==> config.mk <==
export PLATFORM = sky130hd
export DESIGN_NAME = ppm_port
export DESIGN_NICKNAME = d
export VERILOG_FILES = /design/src/logic/ppm_pkg.sv /design/src/logic/ppm_ovr_if.sv /design/src/logic/ppm_pin_mix.sv /design/src/logic/ppm_port.sv
export SDC_FILE = /design/constraint.sdc
export NUM_CORES = 1
export LEC_CHECK = 0
export BUFFER_PORTS_ARGS = -buffer_cell sky130_fd_sc_hd__buf_2
export CAP_MARGIN = 20
export CELL_PAD_IN_SITES_DETAIL_PLACEMENT = 1
export CELL_PAD_IN_SITES_GLOBAL_PLACEMENT = 1
export CORE_ASPECT_RATIO = 1.4
export CORE_MARGIN = 5
export CORE_UTILIZATION = 34
export CTS_BUF_LIST = sky130_fd_sc_hd__clkbuf_8
export DETAILED_ROUTE_END_ITERATION = 10
export MAX_ROUTING_LAYER = met4
export PLACE_DENSITY_LB_ADDON = 0.1
export SLEW_MARGIN = 20
export SYNTH_ARGS = -nofsm -noshare
export SYNTH_HDL_FRONTEND = slang
export SYNTH_SLANG_ARGS = --single-unit
==> constraint.sdc <==
create_clock -name core_clk -period 7 [get_ports core_clk]
set_clock_uncertainty 0.15 [all_clocks]
set_input_delay 0.35 -clock core_clk [delete_from_list [all_inputs] [get_ports core_clk]]
set_output_delay 0.35 -clock core_clk [all_outputs]
set_load 0.05 [all_outputs]
==> src/logic/ppm_pkg.sv <==
// Package for the port pin override mux: widths, register offsets, reset values.
// Assumes an AXI4-Lite master with 32-bit data on the same clock.
package ppm_pkg;
  localparam int unsigned PPM_NPINS = 8;
  localparam logic [7:0] PPM_PINS_RST = 8'h00;
  localparam logic [11:0] PPM_OFS_DIR = 12'h000;
  localparam logic [11:0] PPM_OFS_LATCH = 12'h004;
  localparam logic [11:0] PPM_OFS_PIN = 12'h008;
  localparam logic [11:0] PPM_OFS_CTRL = 12'h00c;
  localparam logic [11:0] PPM_OFS_STAT = 12'h010;
  localparam int unsigned PPM_CTRL_PU_OFF_BIT = 0;
  localparam int unsigned PPM_STAT_DEEP_BIT = 0;
  localparam logic [1:0] PPM_RESP_OKAY = 2'b00;
  localparam logic [1:0] PPM_RESP_SLVERR = 2'b10;
  localparam logic [31:0] PPM_ZERO32 = 32'h0000_0000;
  // Port B alternate function positions; every pin is also a pin-change source
  localparam int unsigned PPM_PB_TIMER2_COMPARE_A_OUT = 3;
  localparam int unsigned PPM_PB_TIMER1_COMPARE_B_OUT = 2;
  localparam int unsigned PPM_PB_DIVIDED_CLOCK_OUT = 0;
  localparam int unsigned PPM_PB_MAIN_OSC_OUT = 7;
  localparam int unsigned PPM_PB_MAIN_OSC_IN = 6;
  localparam int unsigned PPM_PB_SPI_SCK = 5;
  localparam int unsigned PPM_PB_SPI_MISO = 4;
  localparam int unsigned PPM_PB_SPI_MOSI = 3;
  localparam int unsigned PPM_PB_SPI_SS = 2;
  localparam int unsigned PPM_PB_TIMER1_COMPARE_A_OUT = 1;
  localparam int unsigned PPM_PB_TIMER1_CAPTURE_IN = 0;
endpackage

==> src/logic/ppm_ovr_if.sv <==
// Override bundle between the port top and the per-pin mixer.
// Assumes all signals belong to the core clock domain.
`timescale 1ns/1ps
`default_nettype none
interface ppm_ovr_if;
  import ppm_pkg::*;
  logic [PPM_NPINS-1:0] pullup_override_en;
  logic [PPM_NPINS-1:0] pullup_override_val;
  logic [PPM_NPINS-1:0] direction_override_en;
  logic [PPM_NPINS-1:0] direction_override_val;
  logic [PPM_NPINS-1:0] pin_value_override_en;
  logic [PPM_NPINS-1:0] pin_value_override_val;
  logic [PPM_NPINS-1:0] input_enable_override_en;
  logic [PPM_NPINS-1:0] input_enable_override_val;
  logic [PPM_NPINS-1:0] direction_bit;
  logic [PPM_NPINS-1:0] output_latch_bit;
  logic [PPM_NPINS-1:0] irq_enable;
  logic global_pullup_disable;
  logic deep_sleep;
  logic in_reset;
  logic [PPM_NPINS-1:0] pad_out;
  logic [PPM_NPINS-1:0] pad_oe;
  logic [PPM_NPINS-1:0] pad_pullup;
  logic [PPM_NPINS-1:0] input_enable;
  modport top (output pullup_override_en, pullup_override_val, direction_override_en,
    direction_override_val, pin_value_override_en, pin_value_override_val,
    input_enable_override_en, input_enable_override_val, direction_bit, output_latch_bit,
    irq_enable, global_pullup_disable, deep_sleep, in_reset,
    input pad_out, pad_oe, pad_pullup, input_enable);
  modport mix (input pullup_override_en, pullup_override_val, direction_override_en,
    direction_override_val, pin_value_override_en, pin_value_override_val,
    input_enable_override_en, input_enable_override_val, direction_bit, output_latch_bit,
    irq_enable, global_pullup_disable, deep_sleep, in_reset,
    output pad_out, pad_oe, pad_pullup, input_enable);
endinterface
`default_nettype wire

==> src/logic/ppm_pin_mix.sv <==
// Combinational per-pin override mixer.
// Assumes the top feeds register state and alternate-function overrides.
`timescale 1ns/1ps
`default_nettype none
module ppm_pin_mix
  import ppm_pkg::*;
(
  ppm_ovr_if.mix ov
);
  for (genvar i = 0; i < PPM_NPINS; i++) begin : g_pin
    logic sw_pu;
    assign sw_pu = ~ov.direction_bit[i] & ov.output_latch_bit[i] & ~ov.global_pullup_disable;
    // Pull-up never on in reset, whatever software set
    assign ov.pad_pullup[i] = ~ov.in_reset &
      (ov.pullup_override_en[i] ? ov.pullup_override_val[i] : sw_pu);
    assign ov.pad_oe[i] = ~ov.in_reset &
      (ov.direction_override_en[i] ? ov.direction_override_val[i]
                                   : ov.direction_bit[i]);
    assign ov.pad_out[i] = ov.pin_value_override_en[i] ? ov.pin_value_override_val[i]
                                                       : ov.output_latch_bit[i];
    // Interrupt-enabled pins escape the clamp
    assign ov.input_enable[i] = ov.input_enable_override_en[i] ? ov.input_enable_override_val[i]
                                : (~ov.deep_sleep | ov.irq_enable[i]);
  end
endmodule
`default_nettype wire

==> src/logic/ppm_port.sv <==
// Eight-pin port with alternate-function overrides and an AXI4-Lite register slave.
// Assumes pads and alternate functions outside; pad analog path wired outside this logic.
// How it works
// - Deep sleep modes clamp the digital input to ground before the Schmitt trigger.
// - Pins with an enabled external interrupt stay unclamped in deep sleep.
// - Interrupt-capable pins with interrupt disabled are clamped like any pin.
// - High level on a disabled edge interrupt pin sets its flag on wake.
// - All pull-ups stay off while reset is active.
// - Without override, pull-up is on only for direction/latch/disable equal 010.
// - Pull-up override on: override value alone turns the pull-up on or off.
// - Driver enable follows direction override value when enabled, else direction bit.
// - Direction override on: driver on for one, off for zero.
// - Driven level from pin-value override when enabled, else from the latch bit.
// - Pin-value override on: latch contents are ignored.
// - Toggle override enable inverts the stored output latch bit.
// - Input enable follows its override when enabled, else the sleep state.
// - Input enable override value one enables, zero disables, in any state.
// - Alternate functions get the Schmitt output before the port synchroniser.
// - A bidirectional analog path goes straight to the pad.
// - Port B: oscillator, SPI, timer compare, capture, clock out, pin-change on all.
// - Direction one drives the latch; input with latch one enables pull-up.
// - Writing one to the pin input bit toggles the output latch bit.
// - Pin input bit is read through a two-stage synchroniser.
//
// The address map and the AXI4-Lite slave port were left to the implementer.
`timescale 1ns/1ps
`default_nettype none
module ppm_port
  import ppm_pkg::*;
(
  input wire logic core_clk,
  input wire logic srst,
  input wire logic clk_en,
  input wire logic [31:0] s_axi_awaddr,
  input wire logic s_axi_awvalid,
  output logic s_axi_awready,
  input wire logic [31:0] s_axi_wdata,
  input wire logic [3:0] s_axi_wstrb,
  input wire logic s_axi_wvalid,
  output logic s_axi_wready,
  output logic [1:0] s_axi_bresp,
  output logic s_axi_bvalid,
  input wire logic s_axi_bready,
  input wire logic [31:0] s_axi_araddr,
  input wire logic s_axi_arvalid,
  output logic s_axi_arready,
  output logic [31:0] s_axi_rdata,
  output logic [1:0] s_axi_rresp,
  output logic s_axi_rvalid,
  input wire logic s_axi_rready,
  input wire logic [7:0] pad_in,
  output logic [7:0] pad_out,
  output logic [7:0] pad_oe,
  output logic [7:0] pad_pullup,
  output logic [7:0] input_enable,
  output logic [7:0] raw_schmitt_input,
  input wire logic deep_sleep,
  input wire logic [7:0] irq_enable,
  input wire logic [7:0] irq_edge_mode,
  output logic [7:0] wake_irq_flag_set,
  input wire logic [7:0] pullup_override_en,
  input wire logic [7:0] pullup_override_val,
  input wire logic [7:0] direction_override_en,
  input wire logic [7:0] direction_override_val,
  input wire logic [7:0] pin_value_override_en,
  input wire logic [7:0] pin_value_override_val,
  input wire logic [7:0] latch_toggle_override_en,
  input wire logic [7:0] input_enable_override_en,
  input wire logic [7:0] input_enable_override_val
);
  typedef struct packed {
    logic [7:0] dir;
    logic [7:0] latch;
    logic pu_off;
    logic [7:0] sync1;
    logic [7:0] pin_in;
    logic [7:0] pad_s1;
    logic [7:0] pad_s2;
    logic sleep;
    logic [7:0] wake;
    logic aw_hold;
    logic [11:0] aw_addr;
    logic w_hold;
    logic [31:0] w_data;
    logic [3:0] w_strb;
    logic bvalid;
    logic [1:0] bresp;
    logic rvalid;
    logic [31:0] rdata;
    logic [1:0] rresp;
  } ppm_state_t;

  ppm_state_t q, d;
  ppm_ovr_if ov();

  function automatic logic addr_known(input logic [11:0] a);
    addr_known = (a == PPM_OFS_DIR) || (a == PPM_OFS_LATCH) || (a == PPM_OFS_PIN) ||
                 (a == PPM_OFS_CTRL) || (a == PPM_OFS_STAT);
  endfunction

  function automatic logic [31:0] read_word(input logic [11:0] a, input ppm_state_t s);
    logic [31:0] w;
    w = PPM_ZERO32;
    case (a)
      PPM_OFS_DIR: begin
        w[PPM_NPINS-1:0] = s.dir;
      end
      PPM_OFS_LATCH: begin
        w[PPM_NPINS-1:0] = s.latch;
      end
      PPM_OFS_PIN: begin
        w[PPM_NPINS-1:0] = s.pin_in;
      end
      PPM_OFS_CTRL: begin
        w[PPM_CTRL_PU_OFF_BIT] = s.pu_off;
      end
      PPM_OFS_STAT: begin
        w[PPM_STAT_DEEP_BIT] = s.sleep;
      end
      // Unmapped offsets read as zero beside their error response
      default: begin
        w = PPM_ZERO32;
      end
    endcase
    read_word = w;
  endfunction

  // Clamp release on a disabled edge pin reads as a rising edge
  logic [7:0] wake_hit;
  for (genvar i = 0; i < PPM_NPINS; i++) begin : g_wake
    assign wake_hit[i] = q.sleep & ~deep_sleep & ~irq_enable[i] & irq_edge_mode[i] &
                         q.pad_s2[i] & ~input_enable_override_en[i];
  end

  // Alternate functions drive these; tied-low enables leave the pin to software
  assign ov.pullup_override_en = pullup_override_en;
  assign ov.pullup_override_val = pullup_override_val;
  assign ov.direction_override_en = direction_override_en;
  assign ov.direction_override_val = direction_override_val;
  assign ov.pin_value_override_en = pin_value_override_en;
  assign ov.pin_value_override_val = pin_value_override_val;
  assign ov.input_enable_override_en = input_enable_override_en;
  assign ov.input_enable_override_val = input_enable_override_val;
  assign ov.direction_bit = q.dir;
  assign ov.output_latch_bit = q.latch;
  assign ov.irq_enable = irq_enable;
  assign ov.global_pullup_disable = q.pu_off;
  assign ov.deep_sleep = q.sleep;
  assign ov.in_reset = srst;

  ppm_pin_mix u_mix (
    .ov(ov)
  );

  assign pad_out = ov.pad_out;
  assign pad_oe = ov.pad_oe;
  assign pad_pullup = ov.pad_pullup;
  assign input_enable = ov.input_enable;
  // Clamped pad before the synchroniser; consumers must synchronise it
  assign raw_schmitt_input = pad_in & ov.input_enable;
  // The analog pad path is a bare wire at the pad ring; no logic here touches it
  assign wake_irq_flag_set = q.wake;

  assign s_axi_awready = ~q.aw_hold;
  assign s_axi_wready = ~q.w_hold;
  assign s_axi_bvalid = q.bvalid;
  assign s_axi_bresp = q.bresp;
  assign s_axi_arready = ~q.rvalid;
  assign s_axi_rvalid = q.rvalid;
  assign s_axi_rdata = q.rdata;
  assign s_axi_rresp = q.rresp;

  always_comb begin
    logic [7:0] wbyte;
    logic do_wr;
    wbyte = 8'h00;
    do_wr = 1'b0;
    d = q;
    if (clk_en) begin
      // Two flops; the second stage alone is read
      d.sync1 = raw_schmitt_input;
      d.pin_in = q.sync1;
      // Wake logic sees the pad level only through its own two flops
      d.pad_s1 = pad_in;
      d.pad_s2 = q.pad_s1;
      d.sleep = deep_sleep;
      d.wake = wake_hit;
      d.latch = q.latch ^ latch_toggle_override_en;
      if (s_axi_awvalid && !q.aw_hold) begin
        d.aw_hold = 1'b1;
        d.aw_addr = s_axi_awaddr[11:0];
      end
      if (s_axi_wvalid && !q.w_hold) begin
        d.w_hold = 1'b1;
        d.w_data = s_axi_wdata;
        d.w_strb = s_axi_wstrb;
      end
      if (q.aw_hold && q.w_hold && !q.bvalid) begin
        do_wr = q.w_strb[0];
        wbyte = q.w_data[7:0];
        d.aw_hold = 1'b0;
        d.w_hold = 1'b0;
        d.bvalid = 1'b1;
        d.bresp = addr_known(q.aw_addr) ? PPM_RESP_OKAY : PPM_RESP_SLVERR;
        if (do_wr) begin
          case (q.aw_addr)
            PPM_OFS_DIR: begin
              d.dir = wbyte;
            end
            // A toggle override in the write cycle still flips the new value
            PPM_OFS_LATCH: begin
              d.latch = wbyte ^ latch_toggle_override_en;
            end
            PPM_OFS_PIN: begin
              d.latch = q.latch ^ wbyte ^ latch_toggle_override_en;
            end
            PPM_OFS_CTRL: begin
              d.pu_off = wbyte[PPM_CTRL_PU_OFF_BIT];
            end
            default: ;
          endcase
        end
      end
      if (q.bvalid && s_axi_bready) begin
        d.bvalid = 1'b0;
      end
      if (s_axi_arvalid && !q.rvalid) begin
        d.rvalid = 1'b1;
        d.rresp = addr_known(s_axi_araddr[11:0]) ? PPM_RESP_OKAY : PPM_RESP_SLVERR;
        d.rdata = read_word(s_axi_araddr[11:0], q);
      end else if (q.rvalid && s_axi_rready) begin
        d.rvalid = 1'b0;
      end
    end
  end

  // Reset tri-states every pin by gating pad_oe with in_reset, direction overrides included
  always_ff @(posedge core_clk) begin
    if (srst) begin
      q <= '0;
    end else begin
      q <= d;
    end
  end
endmodule
`default_nettype wire

==> impl_results.md <==
- Seq cells post-synth: 93
- Number of sinks on the clock net: 93
- Critical Path Source Type: register
- Async set-reset flop share out of synthesis: 0%
- Total wire length after detailed routing: 16700 um
- Pre-CTS setup slack: 3.87 ns
- Placer Congestion: 0.785
- Internal: 0.810 mW
- Final hold violation count: 0
- Max Clock Freq: 0.342 GHz
- Summed instance area of the synthesized netlist: 0.00505 mm2
- Placed wire-length estimate: 12900 um
- Detailed-router iteration count before antenna repair: 4
- Most instantiated flip-flop cell in the synthesis netlist: dfxtp_1
- Average via count per standard cell: 5.12
- Core footprint: 0.0145 mm2
- Status: finished, final reports clean
- # IOs: 294
- Worst setup EP type: register
- Slew at the pin with the worst max-slew slack: 1.03 ns
- Chain of cells forming the critical path: or4_1, or4_4, or3_4, nor3_4, mux2i_1, nor2_1
- Number of max-cap violations: 0
- Final Slew Violations: 0
- Drt first-iter violations: 138
- Peak fanout along the critical path: 8
- Period minus WS final: 2.92 ns
- Worst path arrival time: 3.00 ns
- Bufs and invs on worst path: 0
- Flip-flop and latch area: 0.00186 mm2
- Routed Antenna Nets: 0
- Slowest stage delay, CP: 0.67 ns
- Average cell area after synthesis: 8.05 um2
- Proportion of synthesized chip area in sequential cells: 36.8%
- Worst skew pair latency: 0.37 ns
- Combined global-route utilization of all metal layers: 18.7%
- Critical path's slowest cell: or4_1
- Fin nets: 992
- Switching pwr: 0.406 mW
- Remaining DRCs: 0
- Fillers: 1835
- Final total negative setup slack: 0 ns
- Total clock buffers created by CTS: 9
- Area delta synth->final: 21.7%
- Hold buffer count at CTS: 0
- Crit path kind: register to register
- Avg WL per Cell: 17.0 um
- Number of setup buffers added after CTS: 0
- Part of the total power dissipated in combinational logic: 22.3%
- Final worst-path cycle share: 41.8%
- Resized Gates After CTS: 0
- Vias in the first global route: 5306
- Total Die Area: 0.0174 mm2
- Unrepaired setup endpoints after global routing: false
- Largest net degree at the start of global routing: 106
- PwrDens: 198 mW/mm2
- Core Rows: 52
- Number of standard cells after synthesis: 628
- # H-tree levels: 3
- Unique cell type count in the Yosys netlist: 56
- Setup Viol. Count Final: 0
- Global-route wire length before repair: 25800 um
- Worst IR Drop VDD: 0.0000888 V
- Count of buffers from port buffering: 200
- YS warnings: 0
- Part of the power in the clock network: 31.0%
- CTS tree: done
- Reg clk slew, reported paths: 0.09 ns
- Fraction of final layout cells sized beyond drive strength 1: 29.0%
- Data required time at the worst endpoint: 7.08 ns
- Worst Setup Slack, final: 4.08 ns
- Class of the most critical hold timing path: input port to register
- Seq pwr share: 46.7%
- Leak pwr: 2.80 nW
- Area of combinational cells with multiple inputs: 0.00272 mm2
- Switching part of the total: 33.4%
- Headroom to the max-slew limit: 31.0%
- Bufs on Longest Clock Path: 2
- Die Wd: 113 um
- Family with the most delay on the worst path: simple AND/OR/NAND/NOR gates
- Initial Util: 34.8%
- Chip Height: 154 um
- Number of antenna violations at the first check in global routing: 2
- Master cell of the clock root buffer: clkbuf_8
- Overall overflow remaining after global route: 0
- Number of enable flip-flop cells after synthesis: 0
- Routed vias: 5035
## worst reg2reg max path, cell delays in order (launching register included)
cell and delay [ns]:
dfxtp_1 0.32, or4_1 0.67, or4_4 0.50, or3_4 0.37, nor3_4 0.47, mux2i_1 0.26, nor2_1 0.06
## layout make-up
| type | count | area share (%) |
|---|---|---|
| clock buffer | 10 | 2.24 |
| timing repair buffer | 202 | 16.6 |
| tap | 189 | 3.84 |
| multi-input combinational | 454 | 44.2 |
| antenna | 2 | 0.0814 |
| inverter | 27 | 1.65 |
| clock inverter | 6 | 1.10 |
| sequential | 93 | 30.3 |
## layout by cell type, fill, tap and decap left out, types with 7 or more instances in the layout
master / n
buf_2: 199
dfxtp_1: 93
nor2_1: 89
mux2i_1: 66
nand2_1: 58
a21oi_1: 54
o21ai_0: 33
inv_1: 27
conb_1: 26
nor3b_1: 10
nand3_1: 10
clkbuf_8: 10
nor4_1: 9
and2_1: 8
nand4_1: 8
a31oi_1: 7
a22o_1: 7
## cells by family after synthesis
kind of cell	share of synthesized area, %
flip-flops	36.9
multiplexers	14.2
XOR/XNOR	0.347
AO/OA/AOI/OAI	15.1
buffers and inverters	11.2
AND/OR/NAND/NOR	22.3
other	0.0742
## Yosys cell counts, types with 7 or more instances
library cell / number / share of area, %
a21oi_1: 54 / 5.3
nand2_1: 58 / 4.3
o21ai_0: 33 / 3.3
nor2_1: 89 / 6.6
and2_1: 8 / 0.99
a22o_1: 7 / 1.2
nor4_1: 9 / 1.1
a31oi_1: 7 / 0.87
clkbuf_1: 28 / 2.1
nand3_1: 10 / 0.99
inv_1: 27 / 2.0
buf_4: 44 / 6.5
nand4_1: 8 / 0.99
dfxtp_1: 93 / 37
nor3b_1: 10 / 1.5
mux2i_1: 66 / 13
## path summary, 6_finish.rpt
check	cells past startpoint	slack, ns	endpoint	startpoint
min reg2reg	2	0.31	q[75]	q[75]
min	3	0.06	q[43]	s_axi_wdata[1]
max	6	4.08	ov.direction_bit[1]	q[75]
max reg2reg	6	4.08	ov.direction_bit[1]	q[75]
## flip-flops by register name (all words and copies together), names as in the netlist
name                      count
ov.deep_sleep                 1
s_axi_rdata                   8
ov.direction_bit              8
q                            55
wake_irq_flag_set             8
ov.output_latch_bit           8
s_axi_bresp                   1
s_axi_rresp                   1
ov.global_pullup_disable      1
s_axi_bvalid                  1
s_axi_rvalid                  1
## power groups by stage
stage	combinational, mW	sequential (mW)	clock, mW
final	0.271	0.568	0.378
after global routing	0.291	0.571	0.416
after CTS	0.272	0.568	0.392
after detailed placement	0.272	0.581	0
after global placement	0.264	0.579	0
after floorplan	0.201	0.572	0
## layer usage
metal  part of all wire (%)  track usage, %  wire, um  vias up
li1                       -               -         -     2446
met1                     41            20.3      6820     2382
met2                     50            33.1      8410      181
met3                    6.1            3.75      1020       26
met4                    2.9            7.45       484        0
met5                      0               -         0        -
## through the flow
stage	utilization [%]	hold slack [ns]	total power [mW]	cells	cell area, um2
global route	42.4	0.0459	1.28	983	6150
CTS	42.3	0.0421	1.23	981	6140
global placement	40.9	0.292	0.844	965	5940
finish	42.4	0.0625	1.22	983	6150
floorplan	-	0.281	0.773	653	5150
detailed placement	40.9	0.300	0.852	965	5940
(Power assumes the default switching activity.)
